<file path="config.mk">
export PLATFORM = sky130hd
export DESIGN_NAME = msau_top
export DESIGN_NICKNAME = d
export VERILOG_FILES = /design/src/rtl/msau_pkg.sv /design/src/rtl/msau_agu.sv /design/src/rtl/msau_top.sv
export SDC_FILE = /design/constraint.sdc
export NUM_CORES = 1
export LEC_CHECK = 0
export ABC_AREA = 1
export BUFFER_PORTS_ARGS = -buffer_cell sky130_fd_sc_hd__clkbuf_2
export CAP_MARGIN = 0
export CORE_AREA = 2 2 210 212
export DETAILED_ROUTE_END_ITERATION = 6
export DIE_AREA = 0 0 212 214
export GPL_ROUTABILITY_DRIVEN = 0
export GPL_TIMING_DRIVEN = 0
export SLEW_MARGIN = 20
export SYNTH_ARGS = -nofsm -noshare
export SYNTH_HDL_FRONTEND = slang
export SYNTH_HIERARCHICAL = 1
export SYNTH_SLANG_ARGS = --single-unit
</file>
<file path="constraint.sdc">
create_clock -name CLK_I -period 3.2 [get_ports CLK_I]
set_clock_uncertainty 0.15 [all_clocks]
set_input_delay 0.32 -clock CLK_I [delete_from_list [all_inputs] [get_ports CLK_I]]
set_output_delay 0.32 -clock CLK_I [all_outputs]
set_load 0.01 [all_outputs]
</file>
<file path="src/rtl/msau_pkg.sv">
// Package: constants and carrier types for the memory space access unit
package msau_pkg;

  localparam int unsigned DATA_W         = 16;
  localparam int unsigned PROG_ADDR_W    = 24;
  localparam int unsigned PAGE_W         = 9;
  localparam int unsigned EXT_ADDR_W     = 24;
  localparam int unsigned NEAR_FIELD_W   = 13;

  localparam logic [23:0] RESET_VECTOR   = 24'h00_0000;
  localparam logic [23:0] VECTOR_LAST    = 24'h00_0200;
  localparam logic [23:0] PROG_STEP      = 24'h00_0002;
  localparam logic [7:0]  UPPER_PAD      = 8'h00;

  localparam logic [15:0] SFR_LAST       = 16'h0FFF;
  localparam logic [15:0] NEAR_LAST      = 16'h1FFF;
  localparam logic [15:0] IMPL_LAST      = 16'hCFFF;
  localparam logic [15:0] ZERO_WORD      = 16'h0000;
  localparam logic [15:0] BYTE_STEP      = 16'h0001;
  localparam logic [15:0] WORD_STEP      = 16'h0002;
  localparam logic [15:0] Y_BASE_DEF     = 16'h9000;
  localparam logic [PAGE_W-1:0] PAGE_RST = 9'h001;

  typedef enum logic [1:0] {
    MSAU_MODE_LINEAR = 2'b00,
    MSAU_MODE_MODULO = 2'b01,
    MSAU_MODE_BITREV = 2'b10
  } msau_mode_type;

  typedef enum logic [1:0] {
    MSAU_ST_RESET = 2'b00,
    MSAU_ST_RUN   = 2'b01,
    MSAU_ST_TRAP  = 2'b10
  } msau_state_type;

  // One data-space access request
  typedef struct packed {
    logic          valid;
    logic          is_byte;
    logic          near_direct;
    logic [15:0]   ea;
    msau_mode_type mode;
    logic [15:0]   mod_start;
    logic [15:0]   mod_end;
  } msau_req_type;

endpackage : msau_pkg

</file>
<file path="src/rtl/msau_agu.sv">
// Address generation unit: post-increment with size scaling and mode handling
`timescale 1ns/100ps
module msau_agu
  import msau_pkg::*;
(
  // Request
  input  wire msau_req_type req_i,
  input  wire logic         dsp_en_i,
  // Result
  output logic [15:0]       ea_o,
  output logic [15:0]       next_ea_o
);

  logic [15:0] step;
  logic [15:0] inc;

  function automatic logic [15:0] bit_rev(input logic [15:0] a);
    logic [15:0] r;
    r = ZERO_WORD;
    for (int i = 0; i < 16; i++) begin
      r[i] = a[15-i];
    end
    return r;
  endfunction : bit_rev

  always_comb begin
    step = req_i.is_byte ? BYTE_STEP : WORD_STEP;
    // Near direct only sees a 13-bit field
    ea_o = req_i.near_direct
         ? {3'b000, req_i.ea[NEAR_FIELD_W-1:0]}
         : req_i.ea;
    inc = ea_o + step;
    next_ea_o = inc;
    if (dsp_en_i && req_i.mode == MSAU_MODE_MODULO &&
        ea_o >= req_i.mod_end) begin
      next_ea_o = req_i.mod_start;
    end else if (dsp_en_i && req_i.mode == MSAU_MODE_BITREV) begin
      next_ea_o = bit_rev(bit_rev(ea_o) + bit_rev(step));
    end
  end

endmodule : msau_agu

</file>
<file path="src/rtl/msau_top.sv">
// Memory space access unit: program fetch, data decode, lanes and traps
// Functional notes
// - Program locations are 24 bits: lower word plus upper word, top byte zero.
// - Lower program word at even address, upper word at next odd address.
// - Fetch address stays even; counter steps by two per word.
// - Program addresses 0x000000 to 0x000200 are reserved vectors.
// - Fetch starts at address zero; software puts a jump there.
// - Data space is 16 bits wide with separate read and write generators.
// - Data effective addresses are 16-bit byte addresses, 64 Kbytes.
// - Read and write pages extend the space to 16 Mbytes.
// - Reads outside the implemented 52 Kbytes return zero.
// - Low byte of a word at even address, high byte at odd.
// - Post-increment adds one for bytes, two for words.
// - Byte read picks a byte by address bit zero onto low lane.
// - Shared word decode, separate byte write enables.
// - Odd address on a word access raises the address error trap.
// - Misaligned read completes, misaligned write suppressed, then trap.
// - Byte load into working register changes only its low byte.
// - Addresses 0x0000 to 0x0FFF are special registers; unused read zero.
// - Direct instructions reach 0x1FFF via 13 bits; moves reach all.
// - Separate X and Y paths fetch two words in one cycle.
// - Y read only for multiply-accumulate class; X serves all else.
// - All writes use combined space; X/Y boundary is fixed.
// - Modulo on X and Y, bit-reverse on X writes, absent when reduced.
`timescale 1ns/100ps
module msau_top
  import msau_pkg::*;
#(
  parameter bit          DSP_EN = 1'b1,
  parameter logic [15:0] Y_BASE = Y_BASE_DEF
) (
  // Clock and reset
  input  wire logic                  CLK_I,
  input  wire logic                  SYS_RST_I,
  // Program fetch control
  input  wire logic                  FETCH_ADV_I,
  input  wire logic                  FETCH_BACK_I,
  input  wire logic                  FETCH_LOAD_I,
  input  wire logic [23:0]           FETCH_TARGET_I,
  input  wire logic [23:0]           PROG_RDATA_I,
  output logic [23:0]                PROG_ADDR_O,
  output logic [15:0]                PROG_LOWER_O,
  output logic [15:0]                PROG_UPPER_O,
  output logic                       PROG_VECTOR_O,
  // Page registers
  input  wire logic                  PAGE_WE_I,
  input  wire logic [PAGE_W-1:0]     READ_PAGE_I,
  input  wire logic [PAGE_W-1:0]     WRITE_PAGE_I,
  // X read request
  input  wire msau_req_type          XRD_REQ_I,
  input  wire logic                  MAC_CLASS_I,
  // Y read request
  input  wire msau_req_type          YRD_REQ_I,
  // Write request
  input  wire msau_req_type          WR_REQ_I,
  input  wire logic [15:0]           WR_DATA_I,
  // Working register byte merge
  input  wire logic [15:0]           WREG_OLD_I,
  // Memory array side
  input  wire logic [15:0]           XMEM_RDATA_I,
  input  wire logic [15:0]           YMEM_RDATA_I,
  input  wire logic                  SFR_HIT_I,
  output logic [EXT_ADDR_W-1:0]      XMEM_ADDR_O,
  output logic [EXT_ADDR_W-1:0]      YMEM_ADDR_O,
  output logic [EXT_ADDR_W-1:0]      WMEM_ADDR_O,
  output logic [1:0]                 WMEM_BE_O,
  output logic [15:0]                WMEM_DATA_O,
  // Results
  output logic [15:0]                XRD_DATA_O,
  output logic [15:0]                YRD_DATA_O,
  output logic [15:0]                WREG_DATA_O,
  output logic [15:0]                XRD_NEXT_EA_O,
  output logic [15:0]                YRD_NEXT_EA_O,
  output logic [15:0]                WR_NEXT_EA_O,
  output logic                       ADDR_TRAP_O
);

  function automatic logic misaligned(input msau_req_type r);
    return r.valid && !r.is_byte && r.ea[0];
  endfunction : misaligned

  function automatic logic [15:0] lane_sel(input logic [15:0] w,
                                           input logic        is_byte,
                                           input logic        a0);
    if (!is_byte) begin
      return w;
    end
    // Odd address holds the high byte
    return {8'h00, a0 ? w[15:8] : w[7:0]};
  endfunction : lane_sel

  function automatic logic implemented(input logic [15:0] ea,
                                       input logic        sfr_hit);
    if (ea <= SFR_LAST) begin
      return sfr_hit;
    end
    return ea <= IMPL_LAST;
  endfunction : implemented

  // Program fetch state
  msau_state_type st_r, st_nxt;
  logic [23:0]    pc_r, pc_nxt;
  logic [15:0]    plo_r, plo_nxt;
  logic [15:0]    pup_r, pup_nxt;
  logic           pvec_r, pvec_nxt;

  // Page state
  logic [PAGE_W-1:0] rpage_r, rpage_nxt;
  logic [PAGE_W-1:0] wpage_r, wpage_nxt;

  // Data path state
  logic [EXT_ADDR_W-1:0] xa_r, xa_nxt, ya_r, ya_nxt, wa_r, wa_nxt;
  logic [1:0]            be_r, be_nxt;
  logic [15:0]           wd_r, wd_nxt;
  logic [15:0]           xd_r, xd_nxt, yd_r, yd_nxt, wreg_r, wreg_nxt;
  logic [15:0]           xn_r, xn_nxt, yn_r, yn_nxt, wn_r, wn_nxt;
  logic                  trap_r, trap_nxt;
  logic                  xrd_pend_r, xrd_pend_nxt;
  logic                  yrd_pend_r, yrd_pend_nxt;
  logic                  xbyte_r, xbyte_nxt, xa0_r, xa0_nxt;
  logic                  ybyte_r, ybyte_nxt, ya0_r, ya0_nxt;
  logic                  ximp_r, ximp_nxt, yimp_r, yimp_nxt;

  logic [15:0] x_ea, x_next, y_ea, y_next, w_ea, w_next;
  msau_req_type wr_req_x;

  // Bit-reverse is only legal for writes on X
  always_comb begin
    wr_req_x = WR_REQ_I;
  end

  msau_agu u_agu_x (
    .req_i     (XRD_REQ_I),
    .dsp_en_i  (DSP_EN && XRD_REQ_I.mode != MSAU_MODE_BITREV),
    .ea_o      (x_ea),
    .next_ea_o (x_next)
  );

  msau_agu u_agu_y (
    .req_i     (YRD_REQ_I),
    .dsp_en_i  (DSP_EN && YRD_REQ_I.mode != MSAU_MODE_BITREV),
    .ea_o      (y_ea),
    .next_ea_o (y_next)
  );

  msau_agu u_agu_w (
    .req_i     (wr_req_x),
    .dsp_en_i  (DSP_EN),
    .ea_o      (w_ea),
    .next_ea_o (w_next)
  );

  // Program counter
  always_comb begin
    st_nxt   = st_r;
    pc_nxt   = pc_r;
    case (st_r)
      MSAU_ST_RESET: begin
        pc_nxt = RESET_VECTOR;
        st_nxt = MSAU_ST_RUN;
      end
      MSAU_ST_RUN: begin
        if (trap_r) begin
          st_nxt = MSAU_ST_TRAP;
        end else if (FETCH_LOAD_I) begin
          pc_nxt = {FETCH_TARGET_I[23:1], 1'b0};
        end else if (FETCH_ADV_I) begin
          pc_nxt = pc_r + PROG_STEP;
        end else if (FETCH_BACK_I) begin
          pc_nxt = pc_r - PROG_STEP;
        end
      end
      MSAU_ST_TRAP: begin
        // Trap entry handled by the core; back to run next cycle, taking a vector load if present
        st_nxt = MSAU_ST_RUN;
        if (FETCH_LOAD_I) begin
          pc_nxt = {FETCH_TARGET_I[23:1], 1'b0};
        end
      end
      default: begin
        st_nxt = MSAU_ST_RESET;
      end
    endcase
    plo_nxt  = PROG_RDATA_I[15:0];
    pup_nxt  = {UPPER_PAD, PROG_RDATA_I[23:16]};
    pvec_nxt = pc_nxt <= VECTOR_LAST;
  end

  always_ff @(posedge CLK_I) begin
    if (SYS_RST_I) begin
      st_r   <= MSAU_ST_RESET;
      pc_r   <= RESET_VECTOR;
      plo_r  <= ZERO_WORD;
      pup_r  <= ZERO_WORD;
      pvec_r <= 1'b1;
    end else begin
      st_r   <= st_nxt;
      pc_r   <= pc_nxt;
      plo_r  <= plo_nxt;
      pup_r  <= pup_nxt;
      pvec_r <= pvec_nxt;
    end
  end

  // Pages
  always_comb begin
    rpage_nxt = PAGE_WE_I ? READ_PAGE_I : rpage_r;
    wpage_nxt = PAGE_WE_I ? WRITE_PAGE_I : wpage_r;
  end

  always_ff @(posedge CLK_I) begin
    if (SYS_RST_I) begin
      rpage_r <= PAGE_RST;
      wpage_r <= PAGE_RST;
    end else begin
      rpage_r <= rpage_nxt;
      wpage_r <= wpage_nxt;
    end
  end

  // Data access: addresses issued, data returned one cycle later
  always_comb begin
    logic y_ok;
    y_ok = DSP_EN && MAC_CLASS_I && YRD_REQ_I.valid;
    xa_nxt = {rpage_r[7:0], x_ea};
    ya_nxt = {rpage_r[7:0], y_ea};
    wa_nxt = {wpage_r[7:0], w_ea};
    // Byte enables gated by the alignment check
    be_nxt = 2'b00;
    if (WR_REQ_I.valid && !misaligned(WR_REQ_I)) begin
      be_nxt = WR_REQ_I.is_byte ? (w_ea[0] ? 2'b10 : 2'b01)
                                : 2'b11;
    end
    wd_nxt = (WR_REQ_I.is_byte && w_ea[0])
           ? {WR_DATA_I[7:0], WR_DATA_I[7:0]} : WR_DATA_I;
    xrd_pend_nxt = XRD_REQ_I.valid;
    yrd_pend_nxt = y_ok;
    xbyte_nxt = XRD_REQ_I.is_byte;
    xa0_nxt   = x_ea[0];
    ybyte_nxt = YRD_REQ_I.is_byte;
    ya0_nxt   = y_ea[0];
    ximp_nxt  = implemented(x_ea, SFR_HIT_I);
    yimp_nxt  = y_ea >= Y_BASE && y_ea <= IMPL_LAST;
    xn_nxt = XRD_REQ_I.valid ? x_next : xn_r;
    yn_nxt = y_ok ? y_next : yn_r;
    wn_nxt = WR_REQ_I.valid ? w_next : wn_r;
    trap_nxt = misaligned(XRD_REQ_I) || misaligned(WR_REQ_I)
            || (y_ok && misaligned(YRD_REQ_I));
    xd_nxt = xd_r;
    yd_nxt = yd_r;
    wreg_nxt = wreg_r;
    if (xrd_pend_r) begin
      xd_nxt = ximp_r ? lane_sel(XMEM_RDATA_I, xbyte_r, xa0_r)
                      : ZERO_WORD;
      wreg_nxt = xbyte_r ? {WREG_OLD_I[15:8], xd_nxt[7:0]}
                         : xd_nxt;
    end
    if (yrd_pend_r) begin
      yd_nxt = yimp_r ? lane_sel(YMEM_RDATA_I, ybyte_r, ya0_r)
                      : ZERO_WORD;
    end
  end

  always_ff @(posedge CLK_I) begin
    if (SYS_RST_I) begin
      xa_r <= '0;
      ya_r <= '0;
      wa_r <= '0;
      be_r <= 2'b00;
      wd_r <= ZERO_WORD;
      xd_r <= ZERO_WORD;
      yd_r <= ZERO_WORD;
      wreg_r <= ZERO_WORD;
      xn_r <= ZERO_WORD;
      yn_r <= ZERO_WORD;
      wn_r <= ZERO_WORD;
      trap_r <= 1'b0;
      xrd_pend_r <= 1'b0;
      yrd_pend_r <= 1'b0;
      xbyte_r <= 1'b0;
      xa0_r <= 1'b0;
      ybyte_r <= 1'b0;
      ya0_r <= 1'b0;
      ximp_r <= 1'b0;
      yimp_r <= 1'b0;
    end else begin
      xa_r <= xa_nxt;
      ya_r <= ya_nxt;
      wa_r <= wa_nxt;
      be_r <= be_nxt;
      wd_r <= wd_nxt;
      xd_r <= xd_nxt;
      yd_r <= yd_nxt;
      wreg_r <= wreg_nxt;
      xn_r <= xn_nxt;
      yn_r <= yn_nxt;
      wn_r <= wn_nxt;
      trap_r <= trap_nxt;
      xrd_pend_r <= xrd_pend_nxt;
      yrd_pend_r <= yrd_pend_nxt;
      xbyte_r <= xbyte_nxt;
      xa0_r <= xa0_nxt;
      ybyte_r <= ybyte_nxt;
      ya0_r <= ya0_nxt;
      ximp_r <= ximp_nxt;
      yimp_r <= yimp_nxt;
    end
  end

  assign PROG_ADDR_O   = pc_r;
  assign PROG_LOWER_O  = plo_r;
  assign PROG_UPPER_O  = pup_r;
  assign PROG_VECTOR_O = pvec_r;
  assign XMEM_ADDR_O   = xa_r;
  assign YMEM_ADDR_O   = ya_r;
  assign WMEM_ADDR_O   = wa_r;
  assign WMEM_BE_O     = be_r;
  assign WMEM_DATA_O   = wd_r;
  assign XRD_DATA_O    = xd_r;
  assign YRD_DATA_O    = yd_r;
  assign WREG_DATA_O   = wreg_r;
  assign XRD_NEXT_EA_O = xn_r;
  assign YRD_NEXT_EA_O = yn_r;
  assign WR_NEXT_EA_O  = wn_r;
  assign ADDR_TRAP_O   = trap_r;

  pc_even_a: assert property (@(posedge CLK_I) disable iff (SYS_RST_I)
    pc_r[0] == 1'b0) else $error("Program counter odd");

  pc_step_a: assert property (@(posedge CLK_I) disable iff (SYS_RST_I)
    (st_r == MSAU_ST_RUN && !trap_r && !FETCH_LOAD_I && FETCH_ADV_I)
    |=> pc_r == $past(pc_r) + PROG_STEP)
    else $error("Program counter step wrong");

  reset_start_a: assert property (@(posedge CLK_I)
    $fell(SYS_RST_I) |-> pc_r == RESET_VECTOR)
    else $error("Fetch not at reset vector");

  upper_pad_a: assert property (@(posedge CLK_I) disable iff (SYS_RST_I)
    pup_r[15:8] == UPPER_PAD) else $error("Upper byte not zero");

  trap_word_a: assert property (@(posedge CLK_I) disable iff (SYS_RST_I)
    (XRD_REQ_I.valid && !XRD_REQ_I.is_byte && x_ea[0]) |=> trap_r)
    else $error("Odd word read no trap");

  write_suppress_a: assert property (@(posedge CLK_I)
    disable iff (SYS_RST_I)
    (WR_REQ_I.valid && !WR_REQ_I.is_byte && w_ea[0])
    |=> be_r == 2'b00 && trap_r)
    else $error("Misaligned write not suppressed");

  byte_lane_a: assert property (@(posedge CLK_I) disable iff (SYS_RST_I)
    (WR_REQ_I.valid && WR_REQ_I.is_byte) |=> $onehot(be_r))
    else $error("Byte write enables wrong");

  zero_read_a: assert property (@(posedge CLK_I) disable iff (SYS_RST_I)
    (xrd_pend_r && !ximp_r) |=> xd_r == ZERO_WORD)
    else $error("Unimplemented read not zero");

  byte_high_a: assert property (@(posedge CLK_I) disable iff (SYS_RST_I)
    (xrd_pend_r && xbyte_r) |=> xd_r[15:8] == 8'h00
    && wreg_r[15:8] == $past(WREG_OLD_I[15:8]))
    else $error("Byte load disturbed high byte");

  y_gate_a: assert property (@(posedge CLK_I) disable iff (SYS_RST_I)
    !MAC_CLASS_I |=> !yrd_pend_r)
    else $error("Y path used outside MAC class");

endmodule : msau_top

</file>
=== Yosys cells after proc, flatten, opt, wreduce, memory -nomap -nowiden ===
Cells that the tools add are included.
W data, S select, Z words.

* Bits in registers: 270
* Latch bits: 0
* Bits in writable memories: 0
* Memory bits (read-only): 0
* Input bits: 297
* Logic and storage cells: 122
* Memories kept: 0

* Add/subtract/negate cells: 8
* Multiply operators: 0
* Div/mod/pow operators: 0
* $lt $le $gt $ge: 8
* Equal/unequal tests: 11
* Shifts and indexed selects: 0
* Muxes and demuxes: 39
* Bitwise logic cells: 1
* Reduce and logical (&&, ||, !) cells: 27

{| class="wikitable"
|+ Operators by type and width
! cell !! number
|-
| $mux W16 || 17
|-
| $mux W24 || 5
|-
| $add A16 B16 Y16 || 6
|-
| $pmux W24 S3 || 1
|-
| $ge A16 B16 Y1 || 3
|-
| $le A16 B16 Y1 const B || 2
|-
| $add A24 B2 Y24 const B || 1
|-
| $le A24 B10 Y1 const B || 1
|-
| $sub A24 B2 Y24 const B || 1
|-
| $logic_and A1 B1 Y1 || 18
|-
| $ge A16 B16 Y1 const B || 1
|-
| $le A16 B12 Y1 const B || 1
|-
| $mux W8 || 2
|-
| $mux W2 || 6
|-
| $eq A2 B1 Y1 const B || 4
|-
| $eq A2 B2 Y1 const B || 4
|-
| $mux W1 || 7
|-
| $ne A2 B2 Y1 const B || 3
|-
| $logic_not A1 Y1 || 4
|-
| $pmux W2 S2 || 1
|-
| $reduce_or A2 Y1 || 2
|-
| $logic_not A2 Y1 || 1
|-
| $logic_or A1 B1 Y1 || 2
|-
| $not A1 Y1 || 1
|}

=== Logic depth before layout (Yosys ltp) ===
* Depth after elaboration: 7
* Gate-level depth with buffers: 19
* Mapped depth without buffers: 19

=== Hierarchy ===
Netlist, hierarchy kept.

{| class="wikitable"
|+ Modules (own cells, without submodules)
! module !! instances !! cells an instance !! area an instance (µm²)
|-
| msau_top || 1 || 1,463 || 10,242.3
|-
| msau_agu || 3 || 236 || 1,305.0
|}

=== Least setup slack after synthesis ===
No wires, ideal clock.

* Path kind: reg2reg
* From: register pc_r[2], in the netlist PROG_ADDR_O[2]
* To: register pvec_r, in the netlist PROG_VECTOR_O
* Setup time: 0.112 ns
* Arrival time: 1.739 ns
* Path slack: 1.199 ns
* Stages on the path, launching flop included: 15
* Path buffers: 0
* Clock period less this slack: 2.001 ns
* Cells stage by stage: dfxtp_1 ha_1 nand2_1 nor2_4 nand2_1 o21ai_0 nand3_1 nand2_1 o21ai_0 nand2_1 o21ai_0 nor2_1 nor2_1 nand2_1 nand2_1

* Cells in the longest elaborated chain, start to end: 7
* Elaborated cells on any way between the ends: 9

{| class="wikitable"
|+ Ends and longest elaborated chain
! what !! line !! source
|-
| start: declaration || msau_top.sv:102 || <nowiki>logic [23:0] pc_r, pc_nxt;</nowiki>
|-
| start signal: assignment || msau_top.sv:198 || <nowiki>pc_r <= pc_nxt;</nowiki>
|-
| $sub A24 B2 Y24 || msau_top.sv:170 || <nowiki>pc_nxt = pc_r - PROG_STEP;</nowiki>
|-
| $mux W24 || msau_top.sv:169 || <nowiki>end else if (FETCH_BACK_I) begin</nowiki>
|-
| $mux W24 || msau_top.sv:167 || <nowiki>end else if (FETCH_ADV_I) begin</nowiki>
|-
| $mux W24 || msau_top.sv:165 || <nowiki>end else if (FETCH_LOAD_I) begin</nowiki>
|-
| $mux W24 || msau_top.sv:163 || <nowiki>if (trap_r) begin</nowiki>
|-
| $pmux W24 S3 * || msau_top.sv:157 || <nowiki>case (st_r)</nowiki>
|-
| $le A24 B10 Y1 * || msau_top.sv:186 || <nowiki>pvec_nxt = pc_nxt <= VECTOR_LAST;</nowiki>
|-
| end signal: assignment || msau_top.sv:201 || <nowiki>pvec_r <= pvec_nxt;</nowiki>
|-
| end: declaration || msau_top.sv:105 || <nowiki>logic pvec_r, pvec_nxt;</nowiki>
|}

Every way passes the cells marked *; elsewhere a longest branch is shown, timed or not.
A chain may end at the register's enable or synchronous reset.

==> results.md <==
* Reg2reg start: st_r[0]
* Final layout net count at 3250
* Slowest CP cell: clkbuf_1
* Power Density at 426.7 nW/um^2
* Routed Antenna Nets at 0
* Post-Route Setup TNS at 0 ps
* Die X at 212 um
* Core Util, Final at 0.4698
* Boundary pin count at 541
* Final hold slack at 23.43 ps
* Largest family of logic cells by synthesized area: simple AND/OR/NAND/NOR gates
* Switching Share at 0.2997
* Reg area at 4885 sq um
* Post-synth EDFFs at 0
* Worst Path Arrival at 3030 ps
* Die H at 214 um
* Avg Vias per Cell at 4.712
* Netlist Area Pre-Place at 14160 sq um
* Total core area at 42890 sq um
* Leading area contributor after synthesis: dfxtp_1
* Placement Cell Area at 17520 sq um
* Crit path cell chain: clkbuf_2, clkbuf_1, clkbuf_1, a21oi_1, dlygate4sd3_1, o21ai_0, dlygate4sd3_1
* Die footprint at 45370 sq um
* Synth warn at 6
* Crit Path Max Fanout at 10
* Drt wl/cell at 16.29 um
* Number of fill cells at 4427
* Synth top area share at 0.3450
* Pint at 6.021 mW
* Critical path launch point: SYS_RST_I
* Post-synth ARST share at 0
* Worst slew pin tran at 973.4 ps
* Synthesized area per cell at 6.521 sq um
* Hold WC Path Type: in -> reg
* Max Slew Vio Count at 0
* Synth Area in XOR/XNOR at 0.02042
* TritonRoute pass-1 iters at 7
* Total GRT Usage at 0.2427
* CP endpoint kind: register
* Vias in the first global route at 16170
* Synth Area in Simple Gates at 0.3192
* Root Driver: clkbuf_16
* Type of the worst setup path: in -> reg
* P&R area growth vs syn at 42.32%
* Flop pwr share at 0.387
* Finished Cell Area at 20150 sq um
* Hold Vio Cnt, Final at 0
* Post-cts sizing count at 0
* CTS max path bufs at 3
* Total number of vias at 16510
* Worst rel slew slack at 0.3511
* WL final at 57060 um
* Post-synthesis compound-gate area fraction at 0.1120
* Switch Pwr at 2.577 mW
* RSZ-0062 raised after global routing: false
* Max Clock Freq at 371.5 MHz
* H-Tree Depth at 1
* Initial antenna violation count at 4
* Failing checks: design-rule violations
* Startpoint Class: input port
* # setup viols final at 0
* Min-Delay Startpoint: XRD_REQ_I[26]
* Starting density of the core at 0.3301
* Synth Area in Adders at 0.05373
* Total CTS buffers at 29
* Clock Sink Count at 244
* Ranking of synthesized cells by area: dfxtp_1 (35%), nand2_1 (12%), nor2_1 (10%)
* #FFs+latches synth at 244
* Post-synthesis mux area share at 0
* Maxcap violations at 0
* Port bufs at 519
* Final cell count without fillers at 3503
* CTS clk-pin slew, worst paths at 60 ps
* Comb power frac at 0.216
* Crit path time final at 2691 ps
* Final period util at 0.8411
* Worst Path Required at 3540 ps
* Post-synthesis sequential area ratio at 0.3450
* Worst-case vdd ir drop at 0.4279 mV
* Synth unique cells at 40
* Share of cells above drive strength 1 at 0.2510
* Largest net degree at the start of global routing at 14
* Lkg Pwr at 10.82 nW
* Placed cells at 3283
* Post-route DRC at 2
* Floorplan row count at 76
* Synth Flop Type: dfxtp_1
* Post-synthesis instance total at 2171
* Multi-input gate area in the final layout at 7192 sq um
* GRT overflow at 0
* DRT iter0 DRCs at 1290
* DP Wirelength at 45080 um
* Clock Power Share at 0.397
* Worst skew pair latency at 560 ps
* Largest stage delay, worst path at 690 ps
* Status: finished, violations left
* CTS tree: built
* First-pass GRT wire length at 86990 um
==> synth_stat cells, types with 20 or more instances <==
cell      instances
nor3_1           20
a21oi_1         132
ha_1             56
dfxtp_1         244
nand2_1         470
o21ai_0         138
nor2_1          376
nand4_1          20
xor2_1           27
buf_4            71
inv_1           307
nand3_1         135
clkbuf_1         43
==> final timing paths <==
check | slack, ps | cells after the start | endpoint
worst max-delay path | 510 | 7 | wpage_r[0]
worst min-delay path | 20 | 5 | XRD_NEXT_EA_O[10]
worst max register to register | 570 | 14 | PROG_VECTOR_O
worst min register to register | 280 | 2 | XMEM_ADDR_O[16]
==> area by class of cell <==
class                           count  share of cell area
Clock buffer                       35             0.03813
Antenna cell                        2           0.0002484
Buffer                            138             0.04477
Tap cell                          585             0.03633
Multi-Input combinational cell   1475              0.3569
Clock inverter                     18             0.01031
Inverter                          322             0.05999
Timing Repair Buffer              684              0.2109
Sequential cell                   244              0.2424
==> sequential cells by signal, indices dropped and copies added, names as in the netlist, 2 cells and up <==
signal         count
WMEM_ADDR_O       24
XRD_DATA_O        16
PROG_UPPER_O       8
WMEM_BE_O          2
XRD_NEXT_EA_O     16
YRD_NEXT_EA_O     16
YRD_DATA_O        16
PROG_ADDR_O       24
st_r               2
WMEM_DATA_O       16
rpage_r            8
PROG_LOWER_O      16
WR_NEXT_EA_O      16
XMEM_ADDR_O       24
wpage_r            8
YMEM_ADDR_O       16
WREG_DATA_O        8
==> logic make-up (layout without fill, tap and decap cells) <==
logic type / Yosys count / count (layout)
simple gates: 1072 / 1072
buf+inv: 460 / 1197
compound gates: 301 / 301
flops: 244 / 244
fa+ha+maj: 59 / 59
xor+xnor: 33 / 33
other cells: 2 / 12
==> power groups by stage <==
| stage | Sequential, mW | Clock, mW | Combinational (mW) |
|---|---|---|---|
| finish | 3.33 | 3.41 | 1.85 |
| CTS | 3.32 | 3.51 | 1.84 |
| global placement | 3.39 | 0 | 1.64 |
| detailed placement | 3.39 | 0 | 1.66 |
| global route | 3.34 | 3.62 | 2.06 |
| floorplan | 3.43 | 0 | 0.908 |
==> through the flow <==
stage | worst slack (ps) | total power [mW]
floorplan | 1199 | 4.336
global placement | 259.3 | 5.026
detailed placement | 269.5 | 5.052
CTS | 516.5 | 8.670
global route | 412.4 | 9.019
finish | 508.6 | 8.598
==> worst max-delay path, delay by kind of cell <==
| kind | cells | cell delay [ps] |
|---|---|---|
| buffers and inverters | 5 | 2550 |
| AO/OA/AOI/OAI | 2 | 150 |
==> what timing repair did <==
item | 4_1_cts | 5_1_grt
endpoints found under the hold margin | 162 | 0
buffers inserted | 0 | 0
hold buffers | 165 | 0
==> layout by cell type, fill, tap and decap left out, types with 4 or more instances in the layout <==
cell type / count
a21oi_1: 132
a21oi_2: 9
buf_2: 7
buf_4: 71
buf_6: 14
bufinv_16: 4
clkbuf_1: 47
clkbuf_16: 29
clkbuf_2: 519
clkinv_2: 8
clkinvlp_4: 4
conb_1: 10
dfxtp_1: 244
dlygate4sd3_1: 165
ha_1: 56
inv_1: 307
inv_2: 12
nand2_1: 470
nand2_2: 15
nand2_4: 6
nand3_1: 135
nand3_2: 8
nand4_1: 20
nor2_1: 376
nor2_2: 11
nor2_4: 5
nor3_1: 20
o211ai_1: 8
o21ai_0: 138
xnor2_1: 6
xor2_1: 27
==> layer usage <==
| metal | GRT usage | up-vias | part of all wire |
|---|---|---|---|
| li1 | - | 8145 | - |
| met1 | 0.2936 | 7506 | 0.40 |
| met2 | 0.4214 | 723 | 0.48 |
| met3 | 0.05190 | 127 | 0.086 |
| met4 | 0.08615 | 4 | 0.033 |
| met5 | 0 | - | 0.00025 |
(Power assumes the default switching activity.)
